$ cat src/tost_pkg.sv
// constants and register map of the offload status and transmit settings bank
// Notes on behaviour
// - ack timeout sets bit 5, resend packet
// - rx loss/full/sequence error sets bit 6, dup ack
// - small window timeout while sending sets bit 7
// - fin seen while sending sets bit 22
// - rx packet dropped on full buffer, bit 23
// - rx packet loss sets bit 27
// - rx rst flag sets bit 30
// - payload length is 16 bits, 1 to 16000
// - payload length resets to 1460 bytes
// - payload length persists across commands
// - send mode is 3-bit read/write field
// - send mode bit 1 drives tcp psh flag
// - timeout counter counts one clock per unit
// - command read bit 0 is busy flag
// - send mode bit 2 enables window retransmit
`default_nettype none
package tost_pkg;
    localparam int          ADDR_W         = 5;
    localparam int          DATA_W         = 32;
    localparam logic [4:0]  ADDR_CMD       = 5'h01;
    localparam logic [4:0]  ADDR_TIMEOUT   = 5'h09;
    localparam logic [4:0]  ADDR_PAYLOAD   = 5'h0a;
    localparam logic [4:0]  ADDR_SENDMODE  = 5'h0b;
    localparam logic [4:0]  ADDR_IRQSTAT   = 5'h10;
    localparam logic [4:0]  ADDR_IRQMASK   = 5'h11;

    localparam int          BIT_ACK_TMO    = 5;
    localparam int          BIT_RX_RECOVER = 6;
    localparam int          BIT_WIN_TMO    = 7;
    localparam int          BIT_FIN_SEND   = 22;
    localparam int          BIT_RX_DROP    = 23;
    localparam int          BIT_RX_LOST    = 27;
    localparam int          BIT_RX_RST     = 30;
    localparam logic [31:0] STATUS_MASK    = 32'h48c000e0;

    localparam logic [15:0] PAYLOAD_RESET  = 16'h05b4;
    localparam logic [15:0] PAYLOAD_MIN    = 16'h0001;
    localparam logic [15:0] PAYLOAD_MAX    = 16'h3e80;
    localparam logic [2:0]  SENDMODE_RESET = 3'h0;
    localparam int          SM_PSH         = 1;
    localparam int          SM_WIN_RETX    = 2;
    localparam logic [31:0] TIMEOUT_RESET  = 32'h00006000;
    localparam int          CMD_BUSY       = 0;
endpackage : tost_pkg
`default_nettype wire

$ cat src/tost_regs.sv
// status word, payload length and send mode registers with event capture and interrupt
//
// Added by the designer: the plain strobed port.
`default_nettype none
module tost_regs (
    input  wire logic        mclk,
    input  wire logic        nrst,
    // register port
    input  wire logic [4:0]  regAddr,
    input  wire logic [31:0] regWrData,
    input  wire logic        regWr,
    input  wire logic        regRd,
    output logic      [31:0] regRdData,
    // engine state
    input  wire logic        engineBusy,
    input  wire logic [2:0]  engineOp,
    input  wire logic        engineInit,
    input  wire logic        sendActive,
    input  wire logic        waitAck,
    input  wire logic        windowStall,
    // receive path events, one-cycle pulses, with rxBufFull a level
    input  wire logic        rxPacket,
    input  wire logic        rxBufFull,
    input  wire logic        rxLost,
    input  wire logic        rxSeqErr,
    input  wire logic        rxFin,
    input  wire logic        rxRst,
    // controls toward the transmit and receive paths
    output logic      [15:0] txPayloadLength,
    output logic      [2:0]  sendModeControl,
    output logic             pshFlag,
    output logic      [31:0] timeoutValue,
    output logic             resendPacket,
    output logic             dupAckRequest,
    output logic             windowRetransmit,
    output logic             rxDiscard,
    output logic             irq
);
    logic [31:0] status;
    logic [31:0] next_status;
    logic [31:0] irqStatus;
    logic [31:0] next_irqStatus;
    logic [31:0] irqMask;
    logic [31:0] next_irqMask;
    logic [15:0] next_txPayloadLength;
    logic [2:0]  next_sendModeControl;
    logic [31:0] next_timeoutValue;
    logic [31:0] next_regRdData;
    logic [31:0] events;
    logic        ackExpire;
    logic        winExpire;
    logic        next_resendPacket;
    logic        next_dupAckRequest;
    logic        next_windowRetransmit;
    logic        next_rxDiscard;

    function automatic logic hit(input logic [4:0] a, input logic [4:0] r);
        hit = (a == r);
    endfunction : hit

    tost_timer #(.W(32)) ackTimer (
        .mclk   (mclk),
        .nrst   (nrst),
        .run    (waitAck),
        .limit  (timeoutValue),
        .expire (ackExpire)
    );

    tost_timer #(.W(32)) winTimer (
        .mclk   (mclk),
        .nrst   (nrst),
        .run    (windowStall & sendActive),
        .limit  (timeoutValue),
        .expire (winExpire)
    );

    always_comb begin
        events = '0;
        events[tost_pkg::BIT_ACK_TMO]    = ackExpire;
        events[tost_pkg::BIT_RX_RECOVER] = rxLost | rxSeqErr | (rxPacket & rxBufFull);
        events[tost_pkg::BIT_WIN_TMO]    = winExpire;
        events[tost_pkg::BIT_FIN_SEND]   = rxFin & sendActive;
        events[tost_pkg::BIT_RX_DROP]    = rxPacket & rxBufFull;
        events[tost_pkg::BIT_RX_LOST]    = rxLost;
        events[tost_pkg::BIT_RX_RST]     = rxRst;
    end

    // action pulses toward the packet paths
    always_comb begin
        next_resendPacket     = ackExpire;
        next_dupAckRequest    = events[tost_pkg::BIT_RX_RECOVER];
        next_windowRetransmit = winExpire & sendModeControl[tost_pkg::SM_WIN_RETX];
        next_rxDiscard        = rxPacket & rxBufFull;
    end

    // the status word is only cleared by reinitialisation so polling never misses an event;
    // a new event in the reinit cycle still wins
    always_comb begin
        next_status = engineInit ? 32'h0 : status;
        next_status = next_status | (events & tost_pkg::STATUS_MASK);
    end

    always_comb begin
        next_irqStatus       = irqStatus;
        next_irqMask         = irqMask;
        next_txPayloadLength = txPayloadLength;
        next_sendModeControl = sendModeControl;
        next_timeoutValue    = timeoutValue;
        if (regWr) begin
            if (hit(regAddr, tost_pkg::ADDR_TIMEOUT)) begin
                next_timeoutValue = regWrData;
            end
            // out-of-range lengths are dropped, the old value stays usable
            if (hit(regAddr, tost_pkg::ADDR_PAYLOAD) &&
                regWrData[15:0] >= tost_pkg::PAYLOAD_MIN &&
                regWrData[15:0] <= tost_pkg::PAYLOAD_MAX) begin
                next_txPayloadLength = regWrData[15:0];
            end
            if (hit(regAddr, tost_pkg::ADDR_SENDMODE)) begin
                next_sendModeControl = regWrData[2:0];
            end
            if (hit(regAddr, tost_pkg::ADDR_IRQSTAT)) begin
                next_irqStatus = irqStatus & ~regWrData;
            end
            if (hit(regAddr, tost_pkg::ADDR_IRQMASK)) begin
                next_irqMask = regWrData & tost_pkg::STATUS_MASK;
            end
        end
        // set after clear so a same-cycle event survives
        next_irqStatus = next_irqStatus | (events & tost_pkg::STATUS_MASK);
    end

    always_comb begin
        next_regRdData = '0;
        if (regRd) begin
            if (hit(regAddr, tost_pkg::ADDR_CMD)) begin
                next_regRdData = {28'h0, engineOp, engineBusy};
            end else if (hit(regAddr, tost_pkg::ADDR_TIMEOUT)) begin
                next_regRdData = status;
            end else if (hit(regAddr, tost_pkg::ADDR_PAYLOAD)) begin
                next_regRdData = {16'h0, txPayloadLength};
            end else if (hit(regAddr, tost_pkg::ADDR_SENDMODE)) begin
                next_regRdData = {29'h0, sendModeControl};
            end else if (hit(regAddr, tost_pkg::ADDR_IRQSTAT)) begin
                next_regRdData = irqStatus;
            end else if (hit(regAddr, tost_pkg::ADDR_IRQMASK)) begin
                next_regRdData = irqMask;
            end
        end
    end

    always_ff @(posedge mclk or negedge nrst) begin
        if (!nrst) begin
            status           <= '0;
            irqStatus        <= '0;
            irqMask          <= '0;
            txPayloadLength  <= tost_pkg::PAYLOAD_RESET;
            sendModeControl  <= tost_pkg::SENDMODE_RESET;
            timeoutValue     <= tost_pkg::TIMEOUT_RESET;
            regRdData        <= '0;
            resendPacket     <= 1'b0;
            dupAckRequest    <= 1'b0;
            windowRetransmit <= 1'b0;
            rxDiscard        <= 1'b0;
        end else begin
            status           <= next_status;
            irqStatus        <= next_irqStatus;
            irqMask          <= next_irqMask;
            txPayloadLength  <= next_txPayloadLength;
            sendModeControl  <= next_sendModeControl;
            timeoutValue     <= next_timeoutValue;
            regRdData        <= next_regRdData;
            resendPacket     <= next_resendPacket;
            dupAckRequest    <= next_dupAckRequest;
            windowRetransmit <= next_windowRetransmit;
            rxDiscard        <= next_rxDiscard;
        end
    end

    assign pshFlag = sendModeControl[tost_pkg::SM_PSH];
    assign irq     = |(irqStatus & irqMask);
endmodule : tost_regs
`default_nettype wire

$ cat src/tost_timer.sv
// wait timer: one count per clock, pulses each time the programmed limit is reached
`default_nettype none
module tost_timer #(
    parameter int W = 32
) (
    input  wire logic         mclk,
    input  wire logic         nrst,
    input  wire logic         run,
    input  wire logic [W-1:0] limit,
    output logic              expire
);
    // a one-bit counter cannot tell a zero limit from a reached one
    if (W < 2) begin : gWidthCheck
        $error("tost_timer width too small");
    end

    logic [W-1:0] count;
    logic [W-1:0] next_count;
    logic         next_expire;

    // dropping run restarts the wait; a hit rearms so a stalled wait repeats
    always_comb begin
        next_count  = '0;
        next_expire = 1'b0;
        if (run) begin
            if (count >= limit) begin
                next_expire = 1'b1;
            end else begin
                next_count = count + {{(W-1){1'b0}}, 1'b1};
            end
        end
    end

    always_ff @(posedge mclk or negedge nrst) begin
        if (!nrst) begin
            count  <= '0;
            expire <= 1'b0;
        end else begin
            count  <= next_count;
            expire <= next_expire;
        end
    end
endmodule : tost_timer
`default_nettype wire

$ cat config.mk
export PLATFORM = sky130hd
export DESIGN_NAME = tost_regs
export DESIGN_NICKNAME = d
export VERILOG_FILES = /design/src/tost_pkg.sv /design/src/tost_regs.sv /design/src/tost_timer.sv
export SDC_FILE = /design/constraint.sdc
export NUM_CORES = 1
export LEC_CHECK = 0
export BUFFER_PORTS_ARGS = -buffer_cell sky130_fd_sc_hd__buf_2
export CORE_UTILIZATION = 60
export DETAILED_ROUTE_END_ITERATION = 7
export PLACE_DENSITY = 0.91
export SLEW_MARGIN = 20
export SYNTH_ARGS = -nofsm -noshare
export SYNTH_HDL_FRONTEND = slang
export SYNTH_SLANG_ARGS = --single-unit
$ cat constraint.sdc
create_clock -name mclk -period 4.4 [get_ports mclk]
set_input_delay 0.44 -clock mclk [delete_from_list [all_inputs] [get_ports mclk]]
set_output_delay 0.44 -clock mclk [all_outputs]
set_load 0.01 [all_outputs]
==> results_dict.tcl <==
set metrics [dict create \
    status "completed" \
    clkSinkCount 199 \
    n_antenna_cell 0 \
    synth_nets 981 \
    power_density_mw_per_mm2 378.5 \
    r2r_end "winTimer.count[27]" \
    switching_power_w 0.001235 \
    drive_gt1_share_pct 24.41 \
    cts-root-buf "clkbuf_16" \
    cts_buffers 17 \
    vias_per_cell 6.067 \
    critPathSlowestCell "dfrtp_1" \
    start_util_pct 62.29 \
    grt_remaining_overflow 0 \
    syn_inst 860 \
    drc 0 \
    antenna_found_initial 0 \
    rr_worst_depth 9 \
    critPathMaxStageDelay_ns 0.40 \
    drtAntennaViolNets 0 \
    dr.first_iter.drc_count 623 \
    ys_warn_count 0 \
    cp_top_family "compound AO/OA/AOI/OAI gates" \
    synth_seq_area_share_pct 52.12 \
    clkPwrFrac_pct 36.5 \
    wl_per_cell_um 19.23 \
    grt_max_degree 123 \
    min_period_ns 2.425 \
    synth.distinct_cells 50 \
    timing_worst_setup_path_type "register to register" \
    worst-path-buf-inv 2 \
    min_path_type "input port to asynchronous set/reset pin" \
    crit_chain "inv_1, ha_1, a211o_1, a31oi_1, o221ai_1, a21oi_1, o211ai_1, buf_4, nor2_1" \
    grt_setup_unrepaired "no" \
    cap_violations 0 \
    slew_headroom_pct 37.06 \
    die_h_um 128.3 \
    place.port_buffers 143 \
    place_hpwl_um 16790 \
    period_share_pct 55.12 \
    critPathMaxFanout 32 \
    synth_top_cells_by_area "dfrtp_1 50%, ha_1 8.6%, mux2_2 5.6%, nor2_1 4.1%, xor2_1 3.2%" \
    worst_pin_slew_ns 0.9441 \
    skew_ns 0.01340 \
    die-area_mm2 0.01647 \
    postCtsSetupBuffers 0 \
    cts_tree "built" \
    slew_viol_final 0 \
    hold_violations 0 \
    gp_congestion 0.8590 \
    p_leak_nw 5.571 \
    area_growth_pct 15.77 \
    core_mm2 0.01537 \
    postCtsResizedCells 0 \
    timing.rr.start "timeoutValue[2]" \
    synth.largest_area_cell "dfrtp_1" \
    cts.path.max_buffers 2 \
    critPathArrivalTime_ns 2.80 \
    clk_pin_slew_ns 0.07 \
    synth-main-ff-cell "dfrtp_1" \
    vdd_drop_max_uv 302.2 \
    setup_tns_ns 0 \
    syn-cell-area_mm2 0.009574 \
    reg2reg_slack_ns 1.97 \
    sw_frac_of_total_pct 29.44 \
    vias 7469 \
    start_kind "register" \
    synth_seq_cells 199 \
    seq_power_share_pct 48.6 \
    avgSynthCellArea_um2 11.13 \
    routed_wl_um 23670 \
    grt_pass1_wl_um 38210 \
    first_global_vias 7375 \
    h-tree-depth 4 \
    synth_top_area_share_pct 49.92 \
    pwr-share-comb_pct 14.8 \
    endpoint_kind "register" \
    clk_latency_ns 0.45 \
    firstDrtPassIters 5 \
    dp_cells 1199 \
    grt_usage_pct 30.50 \
    layoutNonFillerInstCount 1231 \
    die_width_um 128.3 \
    synth_edf_count 0 \
    io_pins 144 \
    nets 1128 \
    synthTopCellsByCount "191 x dfrtp_1, 104 x nor2_1, 66 x ha_1" \
    worst-endpoint-required_ns 4.77 \
    hold_buffers 0 \
    finalSetupViolCount 0 \
    synthArstFlopShare_pct 100.0 \
    yosys.cell_count.top_type "dfrtp_1" \
    fmaxAchievable_mhz 412.3 \
    intPower_w 0.002960 \
    rows 45 \
]
[power groups by stage]
stage / clock [W] / sequential (W) / combinational, W
6_report: 0.00153 / 0.00204 / 0.000623
5_1_grt: 0.00160 / 0.00205 / 0.000686
4_1_cts: 0.00153 / 0.00204 / 0.000619
3_5_place_dp: 0 / 0.00207 / 0.000607
3_3_place_gp: 0 / 0.00206 / 0.000572
2_1_floorplan: 0 / 0.00208 / 0.000307
[through the flow]
stage,hold WS [ns],power (W),cell area [µm²],util [%],worst slack [ns]
6_report,0.1251,0.004196,11080,72.11,1.975
5_1_grt,0.1760,0.004341,11080,72.11,1.844
4_1_cts,0.1727,0.004185,11080,72.11,2.026
3_5_place_dp,0.4138,0.002672,10510,68.34,1.670
3_3_place_gp,0.4200,0.002633,10510,68.34,1.781
2_1_floorplan,0.1444,0.002383,9574,-,2.270
[cells by family after synthesis]
| family | share of synthesized area [%] |
|---|---|
| AO/OA/AOI/OAI | 9.527 |
| XOR/XNOR | 5.489 |
| adder cells (fa/ha/maj) | 8.625 |
| buffers and inverters | 2.849 |
| flip-flops | 52.12 |
| multiplexers | 6.743 |
| AND/OR/NAND/NOR | 14.65 |
[layout by cell type (no fill, tap or decap), types with 10 or more instances in the layout]
cell type / n
a21boi_0: 26
a22oi_1: 21
nor2b_1: 10
ha_1: 66
dfrtp_1: 191
xor2_1: 35
nand4_1: 25
o21ai_0: 10
a21oi_1: 29
buf_2: 142
inv_1: 41
a21o_1: 17
clkbuf_16: 17
mux2_2: 48
nor2_1: 104
nand2_1: 46
nand3_1: 23
and2_1: 10
xnor2_1: 25
and3_1: 33
[sequential cells by signal, summed over array words and instances, names as in the netlist, 3 cells and up]
signal	cells
txPayloadLength	16
timeoutValue	32
irqMask	7
regRdData	32
ackTimer.count	32
winTimer.count	32
sendModeControl	3
irqStatus	32
status	7
[per-layer routing]
| metal | vias to the layer above | part of all wire [%] | GRT usage [%] |
|---|---|---|---|
| met5 | - | 0 | 0 |
| met4 | 0 | 4.1 | 14.19 |
| met3 | 85 | 6.4 | 7.053 |
| met2 | 367 | 48 | 49.98 |
| met1 | 3697 | 41 | 38.60 |
| li1 | 3320 | - | - |
[final cells by class]
cell class                 count  area [µm²]
clock buffer                  19       442.9
multi-input combinational    598        4320
tap                          211       264.0
inverter                      41       153.9
timing repair buffer         150       777.0
fill                        1011        4287
clock inverter                13       136.4
sequential                   199        4990
[worst max-delay path by stage]
stage / start / end / slack [ns] / cells after the start
after detailed placement: regWrData[1] / txPayloadLength[0] / 1.67 / 7
after CTS: winTimer.count[7] / winTimer.count[18] / 2.03 / 8
after global routing: timeoutValue[3] / winTimer.count[18] / 1.84 / 9
final: timeoutValue[2] / winTimer.count[27] / 1.97 / 9
after global placement: regWrData[1] / txPayloadLength[0] / 1.78 / 7
after floorplan: timeoutValue[5] / ackTimer.count[23] / 2.27 / 9
Note: power is estimated with default switching activity, not from simulation.
